--- config.mk ---
export PLATFORM = sky130hd
export DESIGN_NAME = pcr_regs
export DESIGN_NICKNAME = d
export VERILOG_FILES = /design/src/verilog/pcr_pkg.sv /design/src/verilog/pcr_mdio_slave.sv /design/src/verilog/pcr_pulse_burst.sv /design/src/verilog/pcr_regs.sv
export SDC_FILE = /design/constraint.sdc
export NUM_CORES = 1
export LEC_CHECK = 0
export ABC_AREA = 1
export BUFFER_PORTS_ARGS = -buffer_cell sky130_fd_sc_hd__buf_4
export CAP_MARGIN = 20
export CORE_MARGIN = 10
export CORE_UTILIZATION = 35
export DETAILED_ROUTE_END_ITERATION = 8
export PLACE_DENSITY = 0.59
export SLEW_MARGIN = 20
export SYNTH_ARGS = -nofsm -noshare
export SYNTH_HDL_FRONTEND = slang
export SYNTH_HIERARCHICAL = 1
export SYNTH_SLANG_ARGS = --single-unit
--- constraint.sdc ---
create_clock -name clk -period 1.7 [get_ports clk]
set_input_delay 0.255 -clock clk [delete_from_list [all_inputs] [get_ports clk]]
set_output_delay 0.255 -clock clk [all_outputs]
set_load 0.05 [all_outputs]
--- src/verilog/pcr_pkg.sv ---
// Shared constants for the control-two and energy-sense management registers
package pcr_pkg;

	// ==========================================
	// Register addresses and the broadcast PHY address on the management interface
	localparam logic [4:0] REG_PHY_CTRL2 = 5'h1c;
	localparam logic [4:0] REG_ENERGY = 5'h1d;
	localparam logic [4:0] BCAST_PHY_ADDR = 5'h1f;

	// ==========================================
	// Management frame fields
	localparam logic [1:0] MDIO_OP_READ = 2'h2;
	localparam logic [1:0] MDIO_OP_WRITE = 2'h1;
	localparam logic [3:0] MDIO_HEAD_LAST = 4'hb;
	localparam logic [3:0] MDIO_DATA_LAST = 4'hf;

	// ==========================================
	// Control-two bit positions
	localparam int CTL2_RXCLK_SEL = 12;
	localparam int CTL2_BCAST_WR = 11;
	localparam int CTL2_LEGACY = 10;
	localparam int CTL2_SOFT_RST = 9;
	localparam int CTL2_CLK_OFF = 1;
	localparam int CTL2_RSVD0 = 0;

	// ==========================================
	// Energy-sense bit positions, reset values and burst pulse count
	localparam int LINE_ENERGY_MODE_ON_BIT = 15;
	localparam int AUTO_WAKE_ON_ENERGY_BIT = 14;
	localparam int AUTO_SLEEP_NO_ENERGY_BIT = 13;
	localparam int MANUAL_POWER_TOGGLE_BIT = 12;
	localparam int ED_BURST_OFF_BIT = 11;
	localparam int ED_PWR_BIT = 10;
	localparam int ED_ERR_MET_BIT = 9;
	localparam int DATA_THRESHOLD_HIT_BIT = 8;
	localparam int ED_ERR_THR_LSB = 4;
	localparam int ED_DATA_THR_LSB = 0;
	localparam logic ED_AUTO_RESET = 1'b1;
	localparam logic [3:0] ED_THR_RESET = 4'h1;
	localparam logic [2:0] ED_BURST_PULSES = 3'h4;

	// ==========================================
	// Times and derived cycle counts
	localparam longint CLK_PERIOD_NS = 10;
	localparam longint ED_IDLE_TIME_MS = 2000;
	localparam longint ED_IDLE_CYCLES = ED_IDLE_TIME_MS * 1000000 / CLK_PERIOD_NS;
	localparam longint SOFT_RESET_TIME_NS = 160;
	localparam logic [4:0] SOFT_RESET_CYCLES = 5'(SOFT_RESET_TIME_NS / CLK_PERIOD_NS);
	localparam longint ED_PULSE_GAP_NS = 80;
	localparam logic [3:0] ED_PULSE_GAP_CYCLES = 4'(ED_PULSE_GAP_NS / CLK_PERIOD_NS);
	localparam logic [1:0] STRAP_SETTLE = 2'h2;

	typedef enum logic [4:0] {
		PCR_IDLE = 5'b00001,
		PCR_START = 5'b00010,
		PCR_HEAD = 5'b00100,
		PCR_TURN = 5'b01000,
		PCR_DATA = 5'b10000
	} pcr_mdio_state_e;

endpackage

--- src/verilog/pcr_mdio_slave.sv ---
// Serial management frame receiver and read-data driver
`timescale 1ns/10ps
module pcr_mdio_slave (
	input wire logic clk,
	input wire logic arst_n,
	input wire logic ce,
	input wire logic mdc,
	input wire logic mdio_i,
	output logic mdio_o,
	output logic mdio_oe,
	input wire logic [4:0] phy_addr,
	input wire logic bcast_write_en,
	output logic rd_stb,
	output logic wr_stb,
	output logic [4:0] reg_addr,
	output logic [15:0] wr_data,
	input wire logic [15:0] rd_word
);

	logic mdc_s1;
	logic mdc_s2;
	logic mdc_s3;
	logic mdio_s1;
	logic mdio_s2;
	logic mdc_rise;
	logic [11:0] head;
	pcr_pkg::pcr_mdio_state_e state_reg;
	logic [3:0] cnt_reg;
	logic [15:0] sh_reg;
	logic is_read_reg;
	logic is_write_reg;

	// ==========================================
	// Pin synchronisers
	always_ff @(posedge clk or negedge arst_n)
	begin
		if (!arst_n)
		begin
			mdc_s1 <= 1'b0;
			mdc_s2 <= 1'b0;
			mdc_s3 <= 1'b0;
			mdio_s1 <= 1'b1;
			mdio_s2 <= 1'b1;
		end
		else if (ce)
		begin
			mdc_s1 <= mdc;
			mdc_s2 <= mdc_s1;
			mdc_s3 <= mdc_s2;
			mdio_s1 <= mdio_i;
			mdio_s2 <= mdio_s1;
		end
	end

	assign mdc_rise = mdc_s2 & ~mdc_s3;
	assign head = {sh_reg[10:0], mdio_s2};

	// ==========================================
	// Frame sequencing, one step per clock rise on the management clock
	always_ff @(posedge clk or negedge arst_n)
	begin
		if (!arst_n)
		begin
			state_reg <= pcr_pkg::PCR_IDLE;
			cnt_reg <= 4'h0;
			sh_reg <= 16'h0000;
			is_read_reg <= 1'b0;
			is_write_reg <= 1'b0;
			reg_addr <= 5'h00;
			wr_data <= 16'h0000;
			rd_stb <= 1'b0;
			wr_stb <= 1'b0;
			mdio_o <= 1'b0;
			mdio_oe <= 1'b0;
		end
		else if (ce)
		begin
			rd_stb <= 1'b0;
			wr_stb <= 1'b0;
			if (mdc_rise)
			begin
				unique case (state_reg)
					pcr_pkg::PCR_IDLE:
					begin
						if (!mdio_s2)
							state_reg <= pcr_pkg::PCR_START;
					end
					pcr_pkg::PCR_START:
					begin
						cnt_reg <= 4'h0;
						state_reg <= mdio_s2 ? pcr_pkg::PCR_HEAD : pcr_pkg::PCR_IDLE;
					end
					pcr_pkg::PCR_HEAD:
					begin
						sh_reg <= {sh_reg[14:0], mdio_s2};
						cnt_reg <= cnt_reg + 4'h1;
						if (cnt_reg == pcr_pkg::MDIO_HEAD_LAST)
						begin
							is_read_reg <= head[11:10] == pcr_pkg::MDIO_OP_READ && head[9:5] == phy_addr;
							is_write_reg <= head[11:10] == pcr_pkg::MDIO_OP_WRITE &&
								(head[9:5] == phy_addr ||
								(bcast_write_en && head[9:5] == pcr_pkg::BCAST_PHY_ADDR));
							rd_stb <= head[11:10] == pcr_pkg::MDIO_OP_READ && head[9:5] == phy_addr;
							reg_addr <= head[4:0];
							cnt_reg <= 4'h0;
							state_reg <= pcr_pkg::PCR_TURN;
						end
					end
					pcr_pkg::PCR_TURN:
					begin
						cnt_reg <= 4'h1;
						if (cnt_reg == 4'h0)
						begin
							mdio_o <= 1'b0;
							mdio_oe <= is_read_reg;
						end
						else
						begin
							mdio_o <= rd_word[15];
							sh_reg <= {rd_word[14:0], 1'b0};
							cnt_reg <= 4'h0;
							state_reg <= pcr_pkg::PCR_DATA;
						end
					end
					pcr_pkg::PCR_DATA:
					begin
						if (is_read_reg)
						begin
							mdio_o <= sh_reg[15];
							sh_reg <= {sh_reg[14:0], 1'b0};
						end
						else
							sh_reg <= {sh_reg[14:0], mdio_s2};
						cnt_reg <= cnt_reg + 4'h1;
						if (cnt_reg == pcr_pkg::MDIO_DATA_LAST)
						begin
							mdio_oe <= 1'b0;
							wr_stb <= is_write_reg;
							wr_data <= {sh_reg[14:0], mdio_s2};
							state_reg <= pcr_pkg::PCR_IDLE;
						end
					end
				endcase
			end
		end
	end

endmodule

--- src/verilog/pcr_pulse_burst.sv ---
// Energy-sense data pulse burst generator
`timescale 1ns/10ps
module pcr_pulse_burst (
	input wire logic clk,
	input wire logic arst_n,
	input wire logic ce,
	input wire logic start,
	input wire logic single,
	output logic pulse_out
);

	logic [2:0] left_reg;
	logic [3:0] gap_reg;

	// ==========================================
	// Burst sequencing
	always_ff @(posedge clk or negedge arst_n)
	begin
		if (!arst_n)
		begin
			left_reg <= 3'h0;
			gap_reg <= 4'h0;
			pulse_out <= 1'b0;
		end
		else if (ce)
		begin
			if (start)
			begin
				left_reg <= single ? 3'h1 : pcr_pkg::ED_BURST_PULSES;
				gap_reg <= 4'h0;
				pulse_out <= 1'b0;
			end
			else if (left_reg != 3'h0 && gap_reg == 4'h0)
			begin
				pulse_out <= 1'b1;
				left_reg <= left_reg - 3'h1;
				gap_reg <= pcr_pkg::ED_PULSE_GAP_CYCLES - 4'h1;
			end
			else
			begin
				pulse_out <= 1'b0;
				if (gap_reg != 4'h0)
					gap_reg <= gap_reg - 4'h1;
			end
		end
	end

endmodule

--- src/verilog/pcr_regs.sv ---
// Control-two and energy-sense management registers with their control logic
`timescale 1ns/10ps
module pcr_regs #(
	parameter logic [27:0] ED_IDLE_CYCLES = 28'(pcr_pkg::ED_IDLE_CYCLES)
) (
	input wire logic clk,
	input wire logic arst_n,
	input wire logic ce,
	input wire logic mdc,
	input wire logic mdio_i,
	output logic mdio_o,
	output logic mdio_oe,
	input wire logic [4:0] phy_addr,
	input wire logic clk_off_strap,
	input wire logic speed_100,
	input wire logic line_energy,
	input wire logic ed_data_event,
	input wire logic ed_error_event,
	output logic aux_clk_rx_sel,
	output logic aux_clk_oe,
	output logic legacy_pinout,
	output logic soft_reset,
	output logic energy_power_state,
	output logic ed_pulse,
	output logic data_threshold_hit
);

	logic rd_stb;
	logic wr_stb;
	logic [4:0] reg_addr;
	logic [15:0] wr_data;
	logic [15:0] rd_word_reg;
	logic wr_ctl2;
	logic wr_ed;
	logic rd_ed;

	logic recovered_clock_out_sel_reg;
	logic broadcast_write_accept_reg;
	logic legacy_reg;
	logic rsvd0_reg;
	logic aux_clock_pin_off_reg;
	logic [3:0] sr_cnt_reg;
	logic strap_s1;
	logic strap_s2;
	logic [1:0] strap_cnt_reg;

	logic line_energy_mode_on_reg;
	logic auto_wake_on_energy_reg;
	logic auto_sleep_no_energy_reg;
	logic manual_power_toggle_reg;
	logic pulse_burst_off_reg;
	logic [3:0] data_event_threshold_reg;
	logic [3:0] error_event_threshold_reg;
	logic energy_s1;
	logic energy_s2;
	logic [27:0] idle_cnt_reg;
	logic idle_expired;
	logic [1:0] ev_in;
	logic [3:0] thr [2];
	logic [3:0] ev_cnt_reg [2];
	logic [1:0] met_reg;
	logic [1:0] reached;
	logic burst_start_reg;
	logic power_up_now;
	logic power_down_now;

	// ==========================================
	// Management frame engine
	pcr_mdio_slave u_mdio (
		.clk(clk),
		.arst_n(arst_n),
		.ce(ce),
		.mdc(mdc),
		.mdio_i(mdio_i),
		.mdio_o(mdio_o),
		.mdio_oe(mdio_oe),
		.phy_addr(phy_addr),
		.bcast_write_en(broadcast_write_accept_reg),
		.rd_stb(rd_stb),
		.wr_stb(wr_stb),
		.reg_addr(reg_addr),
		.wr_data(wr_data),
		.rd_word(rd_word_reg)
	);

	assign wr_ctl2 = wr_stb && reg_addr == pcr_pkg::REG_PHY_CTRL2;
	assign wr_ed = wr_stb && reg_addr == pcr_pkg::REG_ENERGY;
	assign rd_ed = rd_stb && reg_addr == pcr_pkg::REG_ENERGY;

	// ==========================================
	// Read data capture; unmapped addresses read as zero
	always_ff @(posedge clk or negedge arst_n)
	begin
		if (!arst_n)
			rd_word_reg <= 16'h0000;
		else if (ce && rd_stb)
		begin
			rd_word_reg <= 16'h0000;
			if (reg_addr == pcr_pkg::REG_PHY_CTRL2)
			begin
				rd_word_reg[pcr_pkg::CTL2_RXCLK_SEL] <= recovered_clock_out_sel_reg;
				rd_word_reg[pcr_pkg::CTL2_BCAST_WR] <= broadcast_write_accept_reg;
				rd_word_reg[pcr_pkg::CTL2_LEGACY] <= legacy_reg;
				rd_word_reg[pcr_pkg::CTL2_SOFT_RST] <= soft_reset;
				rd_word_reg[pcr_pkg::CTL2_CLK_OFF] <= aux_clock_pin_off_reg;
				rd_word_reg[pcr_pkg::CTL2_RSVD0] <= rsvd0_reg;
			end
			else if (reg_addr == pcr_pkg::REG_ENERGY)
			begin
				rd_word_reg[pcr_pkg::LINE_ENERGY_MODE_ON_BIT] <= line_energy_mode_on_reg;
				rd_word_reg[pcr_pkg::AUTO_WAKE_ON_ENERGY_BIT] <= auto_wake_on_energy_reg;
				rd_word_reg[pcr_pkg::AUTO_SLEEP_NO_ENERGY_BIT] <= auto_sleep_no_energy_reg;
				rd_word_reg[pcr_pkg::MANUAL_POWER_TOGGLE_BIT] <= manual_power_toggle_reg;
				rd_word_reg[pcr_pkg::ED_BURST_OFF_BIT] <= pulse_burst_off_reg;
				rd_word_reg[pcr_pkg::ED_PWR_BIT] <= energy_power_state;
				rd_word_reg[pcr_pkg::ED_ERR_MET_BIT] <= met_reg[1];
				rd_word_reg[pcr_pkg::DATA_THRESHOLD_HIT_BIT] <= met_reg[0];
				rd_word_reg[pcr_pkg::ED_ERR_THR_LSB +: 4] <= error_event_threshold_reg;
				rd_word_reg[pcr_pkg::ED_DATA_THR_LSB +: 4] <= data_event_threshold_reg;
			end
		end
	end

	// ==========================================
	// Control-two register; bits 8:2 are never stored
	always_ff @(posedge clk or negedge arst_n)
	begin
		if (!arst_n)
		begin
			recovered_clock_out_sel_reg <= 1'b0;
			broadcast_write_accept_reg <= 1'b0;
			legacy_reg <= 1'b0;
			rsvd0_reg <= 1'b0;
			aux_clock_pin_off_reg <= 1'b0;
			strap_s1 <= 1'b0;
			strap_s2 <= 1'b0;
			strap_cnt_reg <= 2'h0;
		end
		else if (ce)
		begin
			strap_s1 <= clk_off_strap;
			strap_s2 <= strap_s1;
			if (wr_ctl2)
			begin
				recovered_clock_out_sel_reg <= wr_data[pcr_pkg::CTL2_RXCLK_SEL];
				broadcast_write_accept_reg <= wr_data[pcr_pkg::CTL2_BCAST_WR];
				legacy_reg <= wr_data[pcr_pkg::CTL2_LEGACY];
				rsvd0_reg <= wr_data[pcr_pkg::CTL2_RSVD0];
				aux_clock_pin_off_reg <= wr_data[pcr_pkg::CTL2_CLK_OFF];
				strap_cnt_reg <= 2'h3;
			end
			else if (strap_cnt_reg == pcr_pkg::STRAP_SETTLE)
			begin
				aux_clock_pin_off_reg <= strap_s2;
				strap_cnt_reg <= 2'h3;
			end
			else if (strap_cnt_reg != 2'h3)
				strap_cnt_reg <= strap_cnt_reg + 2'h1;
		end
	end

	// ==========================================
	// Soft reset pulse; the bit reads one until the pulse ends
	always_ff @(posedge clk or negedge arst_n)
	begin
		if (!arst_n)
		begin
			soft_reset <= 1'b0;
			sr_cnt_reg <= 4'h0;
		end
		else if (ce)
		begin
			if (wr_ctl2 && wr_data[pcr_pkg::CTL2_SOFT_RST])
			begin
				soft_reset <= 1'b1;
				sr_cnt_reg <= 4'(pcr_pkg::SOFT_RESET_CYCLES - 5'h01);
			end
			else if (sr_cnt_reg != 4'h0)
				sr_cnt_reg <= sr_cnt_reg - 4'h1;
			else
				soft_reset <= 1'b0;
		end
	end

	// ==========================================
	// Clock pin and pinout controls
	always_ff @(posedge clk or negedge arst_n)
	begin
		if (!arst_n)
		begin
			aux_clk_rx_sel <= 1'b0;
			aux_clk_oe <= 1'b0;
			legacy_pinout <= 1'b0;
		end
		else if (ce)
		begin
			aux_clk_rx_sel <= recovered_clock_out_sel_reg & speed_100;
			aux_clk_oe <= ~aux_clock_pin_off_reg;
			legacy_pinout <= legacy_reg;
		end
	end

	// ==========================================
	// Energy-sense control fields
	always_ff @(posedge clk or negedge arst_n)
	begin
		if (!arst_n)
		begin
			line_energy_mode_on_reg <= 1'b0;
			auto_wake_on_energy_reg <= pcr_pkg::ED_AUTO_RESET;
			auto_sleep_no_energy_reg <= pcr_pkg::ED_AUTO_RESET;
			pulse_burst_off_reg <= 1'b0;
			error_event_threshold_reg <= pcr_pkg::ED_THR_RESET;
			data_event_threshold_reg <= pcr_pkg::ED_THR_RESET;
		end
		else if (ce && wr_ed)
		begin
			line_energy_mode_on_reg <= wr_data[pcr_pkg::LINE_ENERGY_MODE_ON_BIT];
			auto_wake_on_energy_reg <= wr_data[pcr_pkg::AUTO_WAKE_ON_ENERGY_BIT];
			auto_sleep_no_energy_reg <= wr_data[pcr_pkg::AUTO_SLEEP_NO_ENERGY_BIT];
			pulse_burst_off_reg <= wr_data[pcr_pkg::ED_BURST_OFF_BIT];
			error_event_threshold_reg <= wr_data[pcr_pkg::ED_ERR_THR_LSB +: 4];
			data_event_threshold_reg <= wr_data[pcr_pkg::ED_DATA_THR_LSB +: 4];
		end
	end

	// ==========================================
	// Line energy sync and data-event idle timer
	always_ff @(posedge clk or negedge arst_n)
	begin
		if (!arst_n)
		begin
			energy_s1 <= 1'b0;
			energy_s2 <= 1'b0;
			idle_cnt_reg <= 28'h0000000;
		end
		else if (ce)
		begin
			energy_s1 <= line_energy;
			energy_s2 <= energy_s1;
			if (ed_data_event || idle_expired)
				idle_cnt_reg <= 28'h0000000;
			else
				idle_cnt_reg <= idle_cnt_reg + 28'h0000001;
		end
	end

	assign idle_expired = idle_cnt_reg == ED_IDLE_CYCLES - 28'h0000001 && !ed_data_event;
	assign ev_in = {ed_error_event, ed_data_event};
	assign thr[0] = data_event_threshold_reg;
	assign thr[1] = error_event_threshold_reg;

	// ==========================================
	// Data (0) and error (1) event counters with read-clear met flags
	for (genvar g = 0; g < 2; g++)
	begin : g_evt
		assign reached[g] = ev_cnt_reg[g] >= thr[g];
		always_ff @(posedge clk or negedge arst_n)
		begin
			if (!arst_n)
			begin
				ev_cnt_reg[g] <= 4'h0;
				met_reg[g] <= 1'b0;
			end
			else if (ce)
			begin
				if (idle_expired || power_up_now)
					ev_cnt_reg[g] <= 4'h0;
				else if (ev_in[g] && ev_cnt_reg[g] != 4'hf)
					ev_cnt_reg[g] <= ev_cnt_reg[g] + 4'h1;
				if (reached[g])
					met_reg[g] <= 1'b1;
				else if (rd_ed)
					met_reg[g] <= 1'b0;
			end
		end
	end

	assign power_up_now = line_energy_mode_on_reg && !energy_power_state &&
		(manual_power_toggle_reg || (auto_wake_on_energy_reg && reached[0]));
	assign power_down_now = line_energy_mode_on_reg && energy_power_state &&
		(manual_power_toggle_reg || (auto_sleep_no_energy_reg && !energy_s2));

	// ==========================================
	// Energy power state machine and manual toggle
	always_ff @(posedge clk or negedge arst_n)
	begin
		if (!arst_n)
		begin
			energy_power_state <= 1'b0;
			manual_power_toggle_reg <= 1'b0;
			burst_start_reg <= 1'b0;
		end
		else if (ce)
		begin
			burst_start_reg <= power_up_now;
			if (power_up_now)
				energy_power_state <= 1'b1;
			else if (power_down_now)
				energy_power_state <= 1'b0;
			if (wr_ed && wr_data[pcr_pkg::MANUAL_POWER_TOGGLE_BIT])
				manual_power_toggle_reg <= 1'b1;
			else
				manual_power_toggle_reg <= 1'b0;
		end
	end

	always_ff @(posedge clk or negedge arst_n)
	begin
		if (!arst_n)
			data_threshold_hit <= 1'b0;
		else if (ce)
			data_threshold_hit <= met_reg[0];
	end

	// ==========================================
	// Pulse burst on each transmitter power-up
	pcr_pulse_burst u_burst (
		.clk(clk),
		.arst_n(arst_n),
		.ce(ce),
		.start(burst_start_reg),
		.single(pulse_burst_off_reg),
		.pulse_out(ed_pulse)
	);

endmodule
# Word-level counts from Yosys, hierarchy flattened
# Index checks and enable logic that the tools add are counted.
[totals] word_cells=211 output_inout_bits=9 ff_bits=154
[op_classes] magnitude_cmp=2 n_bitwise=4 eq_ne=25 mux=57 n_reduce_logical=65 add_sub_neg=8
[op_table] operator="16-bit one-hot mux with 3 select lines" n=1
[op_table] operator="4-bit 2-to-1 mux" n=11
[op_table] operator="16-bit 2-to-1 mux" n=2
[op_table] operator="28-bit by 1-bit adder with 28-bit output, second input constant" n=1
[op_table] operator="28-bit equality test, second input constant" n=1
[op_table] operator="28-bit 2-to-1 mux" n=1
[op_table] operator="5-bit one-hot mux with 5 select lines" n=1
[op_table] operator="1-bit 2-to-1 mux" n=24
[op_table] operator="2-bit AND reduction" n=12
[op_table] operator="5-bit equality test, second input constant" n=4
[op_table] operator="1-bit logical AND" n=20
[op_table] operator="5-bit 2-to-1 mux" n=4
[op_table] operator="2-bit nonzero test" n=9
[op_table] operator="4-bit one-hot mux with 4 select lines" n=1
[op_table] operator="4-bit AND reduction" n=4
[op_table] operator="3-bit 2-to-1 mux" n=5
[op_table] operator="4-bit by 1-bit adder with 4-bit output, second input constant" n=3
[op_table] operator="3-bit nonzero test" n=4
[op_table] operator="4-bit nonzero test" n=3
[op_table] operator="4-bit equality test, second input constant" n=2
[op_table] operator="4-bit greater-or-equal comparator" n=2
[op_table] operator="4-bit zero test" n=2
[op_table] operator="2-bit 2-to-1 mux" n=4
[op_table] operator="2-bit by 1-bit != test with 1-bit output, second input constant" n=4
[op_table] operator="other kinds (21)" n=36

# Longest topological paths before layout
# Gate-level depths: netlist of the first run.
[depth] word_depth=7 mapped_depth=14 mapped_depth_nobuf=14

# Hierarchy
# The synthesis of the first run kept the hierarchy.
[modules_own_cells] module="pcr_regs" cells_each=581 seq_area_each_um2=2232.1 area_each_um2=4598.2 n_inst=1
[modules_own_cells] module="pcr_mdio_slave" cells_each=347 seq_area_each_um2=1430.1 area_each_um2=3010.4 n_inst=1
[modules_own_cells] module="pcr_pulse_burst" cells_each=69 seq_area_each_um2=200.2 area_each_um2=501.7 n_inst=1

# Worst setup path before layout of the first run
# OpenSTA, ideal clock, no wires.
[synth_path] path_kind="flip-flop to flip-flop" from="register ev_cnt_reg[7] in the netlist's numbering" to="register ev_cnt_reg[0] in the netlist's numbering" synth_period_minus_slack_ns=1.531 required_time_ns=1.634 path_stages_with_launch=9 path_buffers=0 slack_ns=0.169 setup_time_ns=0.066 t_arrival_ns=1.466 path_cell_list="dfrtp_1 -> ha_1 -> a21oi_1 -> nand3_1 -> nand2_1 -> nand2_1 -> a21oi_2 -> nand4_1 -> nand2_1"
[synth_between] elab_chain_len=7
[synth_lines] element="start: declaration" line="pcr_regs.sv:60" source="logic [3:0] ev_cnt_reg [2];"
[synth_lines] element="start signal: indexed assignment" line="pcr_regs.sv:270" source="ev_cnt_reg[g] <= ev_cnt_reg[g] + 4'h1;"
[synth_lines] element="4-bit greater-or-equal comparator *" line="pcr_regs.sv:257" source="assign reached[g] = ev_cnt_reg[g] >= thr[g];"
[synth_lines] element="1-bit logical AND *" line="pcr_regs.sv:280" source="(manual_power_toggle_reg || (auto_wake_on_energy_reg && reached[0]));"
[synth_lines] element="1-bit logical OR *" line="pcr_regs.sv:280"
[synth_lines] element="1-bit logical AND *" line="pcr_regs.sv:279" source="assign power_up_now = line_energy_mode_on_reg && !energy_power_state &&"
[synth_lines] element="1-bit logical OR *" line="pcr_regs.sv:267" source="if (idle_expired || power_up_now)"
[synth_lines] element="2-bit nonzero test (no source line)"
[synth_lines] element="2-bit AND reduction (no source line)"
# Every way passes the cells marked *; elsewhere a longest branch is shown, timed or not.
# A chain may end at the register's enable or synchronous reset.

# Final worst setup path of the first run
[layout_path] from="register data_event_threshold_reg[0]" to="register ev_cnt_reg[7] in the netlist's numbering"
[layout_between] elab_chain_len=7
[layout_lines] element="start: declaration" line="pcr_regs.sv:52" source="logic [3:0] data_event_threshold_reg;"
[layout_lines] element="start signal: assignment" line="pcr_regs.sv:214" source="data_event_threshold_reg <= pcr_pkg::ED_THR_RESET;"
[layout_lines] element="start signal: assignment" line="pcr_regs.sv:223" source="data_event_threshold_reg <= wr_data[pcr_pkg::ED_DATA_THR_LSB +: 4];"
[layout_lines] element="4-bit greater-or-equal comparator *" line="pcr_regs.sv:257"
[layout_lines] element="1-bit logical AND *" line="pcr_regs.sv:280"
[layout_lines] element="1-bit logical OR *" line="pcr_regs.sv:280"
[layout_lines] element="1-bit logical AND *" line="pcr_regs.sv:279"
[layout_lines] element="1-bit logical OR *" line="pcr_regs.sv:267"
[layout_lines] element="2-bit nonzero test (no source line)"
[layout_lines] element="2-bit AND reduction (no source line)"
# Marks and branches as above.

==> results.py, run 1 <==
metrics = {
    "route": {
        "postRouteAntennaNets": 0,
        "drt_pass1_iterations": 7,
        "drt_iter0_drc": 473,
        "wl_per_cell_um": 14.38,
        "num_vias": 6588,
        "vias_per_cell": 4.848,
        "post-route-drc-count": 0,
        "wl_mm": 19.54,
    },
    "sta": {
        "hold_viol": 0,
        "min_period_ns": 1.663,
        "timing.final.crit_share": 0.9780,
        "worst_pin_slew_ns": 0.4715,
        "skew_ns": 0.007142,
        "slew_violations": 0,
        "holdWs_ns": 0.03907,
        "slew_headroom": 0.6836,
        "timing.fmax_mhz": 601.4,
        "finalSetupViolations": 0,
        "rsz0062_at_grt": "true",
    },
    "layout": {
        "final_core_util": 0.4280,
        "layout_common_cells": "nand2_1, dfrtp_1, inv_1",
        "final_nets": 1096,
        "final_area_um2": 9691,
        "area_growth_pct": 20.04,
        "largest_reg_flops": 28,
        "final_common_cell": "nand2_1",
        "n_antenna_cell": 0,
        "layout-drive-gt1-share": 0.2132,
    },
    "yosys": {
        "ys_warn_count": 6,
        "syn_inst": 994,
        "syn_area_um2": 8073,
        "synth_area_per_cell_um2": 8.121,
        "synth_fp_nets": 1029,
    },
    "cts": {
        "cts_max_level": 4,
        "clkLatencyLatePin_ns": 0.42,
        "cts_num_sinks": 153,
        "cts_buffer_depth": 2,
        "cts_tree": "built",
        "clkTransAtPathRegs_ns": 0.06,
        "cts_made_buffers": 17,
        "cts_root_buffer": "clkbuf_16",
    },
    "setup_path": {
        "endpoint_kind": "flop",
        "cp.arrival_ns": 2.02,
        "worst-setup-path-type": "reg -> reg",
        "worstPathMaxFanout": 8,
        "rrSetupSlack_ns": 0.04,
        "worst_r2r_path_depth": 11,
        "setup.worst_path.start_class": "flop",
        "cp.required_ns": 2.06,
    },
    "die": {
        "coreArea_um2": 22640,
        "rows": 55,
        "dieArea_um2": 29540,
        "die_w_um": 171.9,
        "start_util": 0.3566,
        "io_pins": 24,
        "die_y_um": 171.9,
    },
    "placed_design": {
        "dpl-instance-area_um2": 8837,
        "place.detailed.hpwl_mm": 13.93,
        "place_congestion": 0.8381,
        "port_buffers": 23,
    },
    "global_route": {
        "grt_max_degree": 53,
        "antenna_found_initial": 0,
        "grt_overflow": 0,
        "grt_pass1_wl_mm": 32.87,
        "grt_usage": 0.1387,
        "grt_pass1_vias": 6668,
    },
    "status": {
        "status": "completed",
    },
    "pwr": {
        "p_leak_nw": 4.734,
        "ir_drop_mv": 0.6569,
        "power_density_nw_per_um2": 1213,
        "total_power_mw": 11.75,
    },
    "run": {
        "max-cap-violations": 0,
    },
    "min_path": {
        "hp-class": "in -> reg",
        "holdPathStages": 3,
    },
}
[layer usage]
layer  track usage  share of wire
met5             0              0
met4       0.03973          0.015
met3       0.03215          0.036
met2        0.2236           0.47
met1        0.1821           0.48
[through the flow]
stage	worst slack [ns]	cells	TNS, ns
after detailed placement	-0.07119	1321	-0.4211
after global placement	0.01191	1321	0
final	0.03734	1359	0
after CTS	0.00001532	1355	0
after global routing	-0.1084	1359	-0.7377
after floorplan	0.1687	994	0
[power breakdown]
part	switching [mW]	internal [mW]
Clock	1.55	2.57
Sequential	0.459	4.15
Combinational	1.85	1.18
Total	3.86	7.89
[critical path: stages (launching register included)]
cell and delay [ns]:
dfstp_2 0.56, ha_4 0.13, inv_2 0.03, nand2_1 0.04, nand2_1 0.05, nand2_1 0.08
nand3_2 0.08, nand2_1 0.09, nand2_2 0.08, a21oi_4 0.26, nand4_1 0.13, nand2_1 0.08
[cell type report]
class                   instances  area [µm²]
fillers                      2232       12950
flip-flops and latches        153        3837
multi-input cells             689        3757
repair buffers                 71       618.1
inverters                     129       484.2
clock buffers                  20       466.7
well taps                     285       356.6
clock inverters                12       170.2
[final timing paths]
check	from	end
setup / recovery	data_event_threshold_reg[0]$_DFFE_PN1P_	ev_cnt_reg[7]$_DFFE_PN0P_
hold / removal	mdc	u_mdio/mdc_s1$_DFFE_PN0P_
setup reg to reg	data_event_threshold_reg[0]$_DFFE_PN1P_	ev_cnt_reg[7]$_DFFE_PN0P_
hold reg to reg	u_mdio/mdio_s1$_DFFE_PN1P_	u_mdio/mdio_s1$_DFFE_PN1P_
max in group asynchronous	arst_n	u_mdio/mdio_s1$_DFFE_PN1P_
min in group asynchronous	arst_n	u_mdio/wr_data[6]$_DFFE_PN0P_
[timing repair]
action / 4_1_cts / 5_1_grt
buffers inserted: 1 / 4
hold endpoints to repair: 29 / 0
pin swaps: 0 / 16
setup endpoints to repair: 9 / 34
hold buffers: 1 / 0
gates resized for setup: 3 / 40
Note: power is estimated with default switching activity, not from simulation.
==> run 2, diff against run 1 <==
--- a/config.mk
+++ b/config.mk
@@ -8,6 +8,7 @@
 export ABC_AREA = 1
 export BUFFER_PORTS_ARGS = -buffer_cell sky130_fd_sc_hd__buf_4
 export CAP_MARGIN = 20
+export CORE_ASPECT_RATIO = 1.25
 export CORE_MARGIN = 10
 export CORE_UTILIZATION = 35
 export DETAILED_ROUTE_END_ITERATION = 8
==> run 2 against run 1 <==
- the run now ends with setup timing left
- sequential cell count did not move
- cell area is essentially flat
- combinational power about the same
- critical endpoint is now idle_cnt_reg[14]$_DFFE_PN0P_
==> results.py, run 2 (synthesis results as in run 1) <==
metrics = {
    "status": {
        "status": "complete, but fails checks",
        "violations": "setup timing",
    },
    "layout": {
        "layout_common_cells": "nand2_1, dfrtp_1, inv_1",
        "final_common_cell": "nand2_1",
        "layout-drive-gt1-share": 0.2159,
        "area_growth_pct": 19.93,
        "final_nets": 1101,
        "n_antenna_cell": 0,
        "largest_reg_flops": 28,
        "final_core_util": 0.4231,
    },
    "global_route": {
        "grt_usage": 0.1316,
        "antenna_found_initial": 0,
        "grt_pass1_vias": 6360,
        "grt_overflow": 0,
        "grt_pass1_wl_mm": 31.79,
        "grt_max_degree": 52,
    },
    "cts": {
        "cts_made_buffers": 17,
        "cts_root_buffer": "clkbuf_16",
        "cts_max_level": 4,
        "clkTransAtPathRegs_ns": 0.06,
        "cts_tree": "built",
        "clkLatencyLatePin_ns": 0.43,
        "cts_buffer_depth": 2,
        "cts_num_sinks": 153,
    },
    "sta": {
        "min_period_ns": 1.709,
        "finalSetupViolations": 1,
        "timing.final.ws_setup_ns": -0.009339,
        "slew_headroom": 0.7220,
        "slew_violations": 0,
        "hold_viol": 0,
        "worst_pin_slew_ns": 0.4143,
        "skew_ns": 0.008633,
        "holdWs_ns": 0.02296,
        "timing.fmax_mhz": 585.0,
        "timing.final.crit_share": 1.005,
        "rsz0062_at_grt": "true",
    },
    "die": {
        "die_y_um": 189.8,
        "rows": 62,
        "coreArea_um2": 22880,
        "start_util": 0.3528,
        "dieArea_um2": 29580,
        "die_w_um": 155.8,
        "io_pins": 24,
    },
    "setup_path": {
        "worst_r2r_path_depth": 9,
        "crit_chain": "ha_2 -> inv_2 -> nor2_2 -> nand2_2 -> buf_6 -> nor4_4 -> buf_4 -> xor2_1 -> nor2_1",
        "cp.required_ns": 2.02,
        "max_stage_delay_ns": 0.39,
        "r2r_end": "idle_cnt_reg[14]$_DFFE_PN0P_",
        "worstPathMaxFanout": 4,
        "setup.worst_path.start_class": "flop",
        "path_buf_inv": 3,
        "startpoint": "idle_cnt_reg[1]$_DFFE_PN0P_",
        "endpoint_kind": "flop",
        "cp.arrival_ns": 2.03,
        "r2r-start": "idle_cnt_reg[1]$_DFFE_PN0P_",
        "cp_top_family": "simple AND/OR/NAND/NOR gates",
        "rrSetupSlack_ns": -0.009,
        "worst-setup-path-type": "reg -> reg",
        "slowest_stage": "dfrtp_1",
    },
    "pwr": {
        "ir_drop_mv": 0.7106,
        "intPower_mw": 7.626,
        "switching_power_mw": 3.864,
        "power_frac_comb": 0.263,
        "p_leak_nw": 4.739,
        "clock_power_share": 0.338,
        "power_density_nw_per_um2": 1187,
        "p_seq_frac": 0.399,
        "sw_frac_of_total": 0.3363,
    },
    "route": {
        "postRouteAntennaNets": 0,
        "vias_per_cell": 4.743,
        "wl_mm": 18.89,
        "post-route-drc-count": 0,
        "drt_iter0_drc": 364,
        "drt_pass1_iterations": 4,
        "wl_per_cell_um": 13.82,
        "num_vias": 6484,
    },
    "min_path": {
        "min-delay-start": "line_energy",
        "holdPathStages": 3,
        "hp-class": "in -> reg",
        "min_to": "energy_s1$_DFFE_PN0P_",
    },
    "placed_design": {
        "place.detailed.hpwl_mm": 13.81,
        "port_buffers": 23,
        "place_congestion": 0.8575,
    },
    "run": {
        "max-cap-violations": 0,
    },
}
-- run 2: worst register-to-register path, delay by kind of cell (launching register included) --
kind	cells	cell delay, ns
flip-flops	1	0.39
buffers and inverters	3	0.34
adder cells (fa/ha/maj)	1	0.21
AND/OR/NAND/NOR	4	0.51
XOR/XNOR	1	0.14
-- run 2: how the worst max path moves through the flow --
stage	end	cells past startpoint
global placement	ev_cnt_reg[4]$_DFFE_PN0P_	8
finish	idle_cnt_reg[14]$_DFFE_PN0P_	9
floorplan	ev_cnt_reg[0]$_DFFE_PN0P_	8
CTS	ev_cnt_reg[3]$_DFFE_PN0P_	10
detailed placement	ev_cnt_reg[3]$_DFFE_PN0P_	8
global route	idle_cnt_reg[14]$_DFFE_PN0P_	9
-- run 2: power by group through the flow --
| stage | combinational (mW) | clock, mW | sequential (mW) |
|---|---|---|---|
| after CTS | 2.97 | 3.98 | 4.58 |
| after global routing | 3.47 | 4.13 | 4.67 |
| after global placement | 2.89 | 0 | 4.63 |
| after floorplan | 2.11 | 0 | 4.65 |
| after detailed placement | 2.94 | 0 | 4.64 |
| final | 3.02 | 3.88 | 4.59 |
-- run 2: layout make-up --
class                      instances  area (µm²)
clock buffer                      20       466.7
multi-input combinational        689        3730
inverter                         129       484.2
tap                              288       360.3
sequential                       153        3840
timing repair buffer              76       660.6
fill                            2264       13200
clock inverter                    12       140.1
-- run 2: repair_timing --
item,in CTS,in global routing
pin swaps,0,18
buffers inserted,1,8
setup endpoints to repair,8,40
hold buffers,1,0
gates cloned,0,1
endpoints found under the hold margin,26,0
resized for setup,1,39
-- run 2: metrics by stage --
| step | setup TNS (ns) | setup slack (ns) | instances | power [mW] | instance area, µm² |
|---|---|---|---|---|---|
| finish | -0.009339 | -0.009339 | 1367 | 11.49 | 9682 |
| CTS | 0 | 0.009199 | 1358 | 11.54 | 9460 |
| global route | -0.4297 | -0.1025 | 1367 | 12.27 | 9682 |
| detailed placement | -0.1695 | -0.03332 | 1324 | 7.586 | 8828 |
| global placement | 0 | 0.02349 | 1324 | 7.522 | 8828 |
| floorplan | 0 | 0.1687 | 994 | 6.752 | 8073 |
-- run 2: metal layers --
layer / routed length, µm / share of wire / GRT usage
met5: 0 / 0 / 0
met4: 300 / 0.016 / 0.04765
met3: 429 / 0.023 / 0.02463
met2: 9529 / 0.50 / 0.2240
met1: 8633 / 0.46 / 0.1624
==> run 3, diff against run 2 <==
--- a/config.mk
+++ b/config.mk
@@ -8,11 +8,13 @@
 export ABC_AREA = 1
 export BUFFER_PORTS_ARGS = -buffer_cell sky130_fd_sc_hd__buf_4
 export CAP_MARGIN = 20
+export CELL_PAD_IN_SITES_DETAIL_PLACEMENT = 0
+export CELL_PAD_IN_SITES_GLOBAL_PLACEMENT = 2
 export CORE_ASPECT_RATIO = 1.25
 export CORE_MARGIN = 10
 export CORE_UTILIZATION = 35
 export DETAILED_ROUTE_END_ITERATION = 8
-export PLACE_DENSITY = 0.59
+export PLACE_DENSITY = 0.83
 export SLEW_MARGIN = 20
 export SYNTH_ARGS = -nofsm -noshare
 export SYNTH_HDL_FRONTEND = slang
==> run 3 against run 2 <==
- the flow still finishes with violations (setup timing)
- sequential cell count did not move
- sequential share of layout area is 0.35 points lower
- register-to-register slack about the same
- critical path depth unchanged
- sequential power barely moved
- die area unchanged
- largest power group unchanged
==> results.py, run 3 (synthesis results as in run 1) <==
metrics = {
    "status": {
        "status": "complete, but fails checks",
        "violations": "setup timing",
    },
    "sta": {
        "finalSetupViolations": 1,
        "slew_headroom": 0.7353,
        "timing.final.ws_setup_ns": -0.007268,
        "skew_ns": 0.01100,
        "min_period_ns": 1.707,
        "rsz0062_at_grt": "true",
        "hold_viol": 0,
        "timing.final.crit_share": 1.004,
        "timing.fmax_mhz": 585.7,
        "worst_pin_slew_ns": 0.3941,
        "slew_violations": 0,
    },
    "pwr": {
        "power_frac_comb": 0.269,
        "sw_frac_of_total": 0.3427,
        "p_leak_nw": 4.753,
        "p_seq_frac": 0.402,
        "clock_power_share": 0.329,
        "ir_drop_mv": 0.6727,
        "total_power_mw": 11.47,
        "switching_power_mw": 3.929,
        "power_density_nw_per_um2": 1173,
        "intPower_mw": 7.536,
    },
    "route": {
        "drt_pass1_iterations": 5,
        "wl_per_cell_um": 14.98,
        "num_vias": 6514,
        "vias_per_cell": 4.731,
        "wl_mm": 20.63,
        "postRouteAntennaNets": 0,
        "post-route-drc-count": 0,
        "drt_iter0_drc": 296,
    },
    "cts": {
        "clkLatencyLatePin_ns": 0.42,
        "cts_root_buffer": "clkbuf_16",
        "cts_tree": "built",
        "cts_num_sinks": 153,
        "cts_buffer_depth": 2,
        "cts_made_buffers": 17,
        "cts_max_level": 4,
        "clkTransAtPathRegs_ns": 0.06,
    },
    "global_route": {
        "grt_overflow": 0,
        "grt_use_met2": 0.2598,
        "grt_pass1_vias": 6707,
        "grt_util_met3": 0.02802,
        "grt_pass1_wl_mm": 34.50,
        "antenna_found_initial": 0,
        "grt_usage": 0.1454,
        "grt_most_used_layer": "met2",
        "grt_max_degree": 44,
        "met1_usage": 0.1709,
    },
    "layout": {
        "multi_input_area_um2": 3769,
        "n_antenna_cell": 0,
        "seq_area_um2": 3841,
        "final_common_cell": "nand2_1",
        "area_growth_pct": 21.05,
        "nFillCells": 2295,
        "largest_reg_flops": 28,
        "layout-drive-gt1-share": 0.2314,
        "layout_common_cells": "nand2_1, dfrtp_1, inv_1",
        "final_core_util": 0.4270,
        "final_nets": 1111,
        "final_area_um2": 9772,
    },
    "placed_design": {
        "dp_slack_ns": -0.06366,
        "place_congestion": 0.8460,
        "dpl-instance-area_um2": 8911,
        "port_buffers": 23,
        "place.detailed.hpwl_mm": 15.13,
    },
    "die": {
        "coreArea_um2": 22880,
        "die_y_um": 189.8,
        "die_w_um": 155.8,
        "rows": 62,
        "io_pins": 24,
        "dieArea_um2": 29580,
        "start_util": 0.3528,
    },
    "setup_path": {
        "worst-setup-path-type": "reg -> reg",
        "cp_top_family": "simple AND/OR/NAND/NOR gates",
        "crit_chain": "ha_2 -> inv_2 -> nor2_2 -> nand2_2 -> buf_6 -> nor4_4 -> buf_4 -> xor2_1 -> nor2_1",
        "endpoint_kind": "flop",
        "slowest_stage": "dfrtp_1",
        "worstPathMaxFanout": 3,
        "path_buf_inv": 3,
        "cp.required_ns": 2.01,
        "setup.worst_path.start_class": "flop",
        "max_stage_delay_ns": 0.36,
        "cp.arrival_ns": 2.02,
    },
    "min_path": {
        "hp-class": "in -> reg",
    },
    "run": {
        "max-cap-violations": 0,
    },
}
[run 3: cell count changes in the layout (fill, tap and decap cells not counted), moves of 3 or more]
cell,change
buf_6,+4
clkbuf_8,-3
nand3_1,-3
nand2_2,+4
nand3_2,+3
buf_4,+7
o21ai_0,-3
nor2_2,-3
nand2_1,-4
[run 3: per-stage QoR]
stage | std cells | hold slack [ns] | setup TNS, ns
2_1_floorplan | 994 | -0.04059 | 0
3_3_place_gp | 1335 | 0.1951 | -0.02943
3_5_place_dp | 1335 | 0.1963 | -0.4246
4_1_cts | 1368 | 0.01467 | 0
5_1_grt | 1377 | 0.01406 | -2.495
6_report | 1377 | 0.03057 | -0.007268
[run 3: what timing repair did]
item,4_1_cts,5_1_grt
endpoints found under the hold margin,32,0
setup endpoints to repair,8,63
buffers inserted,0,9
pin swaps,0,22
gates resized for setup,1,58
hold buffers,1,0
[run 3: layout make-up]
| class | count | share of cell area |
|---|---|---|
| Sequential cell | 153 | 0.3931 |
| Multi-Input combinational cell | 689 | 0.3857 |
| Timing Repair Buffer | 86 | 0.07503 |
| Inverter | 129 | 0.04981 |
| Clock buffer | 18 | 0.04392 |
| Tap cell | 288 | 0.03688 |
| Clock inverter | 14 | 0.01562 |
[run 3: worst paths after layout]
kind / from / to / slack [ns] / cells past startpoint
max in group asynchronous: arst_n / data_event_threshold_reg[0]$_DFFE_PN1P_ / 0.72 / 3
min in group asynchronous: arst_n / u_mdio/sh_reg[6]$_DFFE_PN0P_ / 0.30 / 2
min: line_energy / energy_s1$_DFFE_PN0P_ / 0.03 / 3
max reg2reg: idle_cnt_reg[1]$_DFFE_PN0P_ / idle_cnt_reg[14]$_DFFE_PN0P_ / -0.007 / 9
min reg2reg: aux_clock_pin_off_reg$_DFFE_PN0P_ / aux_clk_oe$_DFFE_PN0P_ / 0.47 / 1
max: idle_cnt_reg[1]$_DFFE_PN0P_ / idle_cnt_reg[14]$_DFFE_PN0P_ / -0.007 / 9
[run 3: worst register-to-register path, delay by kind of cell, from the launching register on]
kind,cells,cell delay (ns)
XOR/XNOR,1,0.14
adder cells (fa/ha/maj),1,0.21
buffers and inverters,3,0.33
flip-flops,1,0.36
AND/OR/NAND/NOR,4,0.55
[run 3: per-layer routing]
metal	wire, µm	up-vias
met5	0	-
met4	436	0
met3	518	27
met2	10620	83
met1	9057	3056
li1	-	3348
[run 3: power by group through the flow]
stage	registers [mW]	logic [mW]	clock network, mW
6_report	4.60	3.09	3.77
5_1_grt	4.68	3.59	4.03
4_1_cts	4.59	3.02	3.87
3_5_place_dp	4.65	2.99	0
3_3_place_gp	4.64	2.97	0
2_1_floorplan	4.65	2.11	0
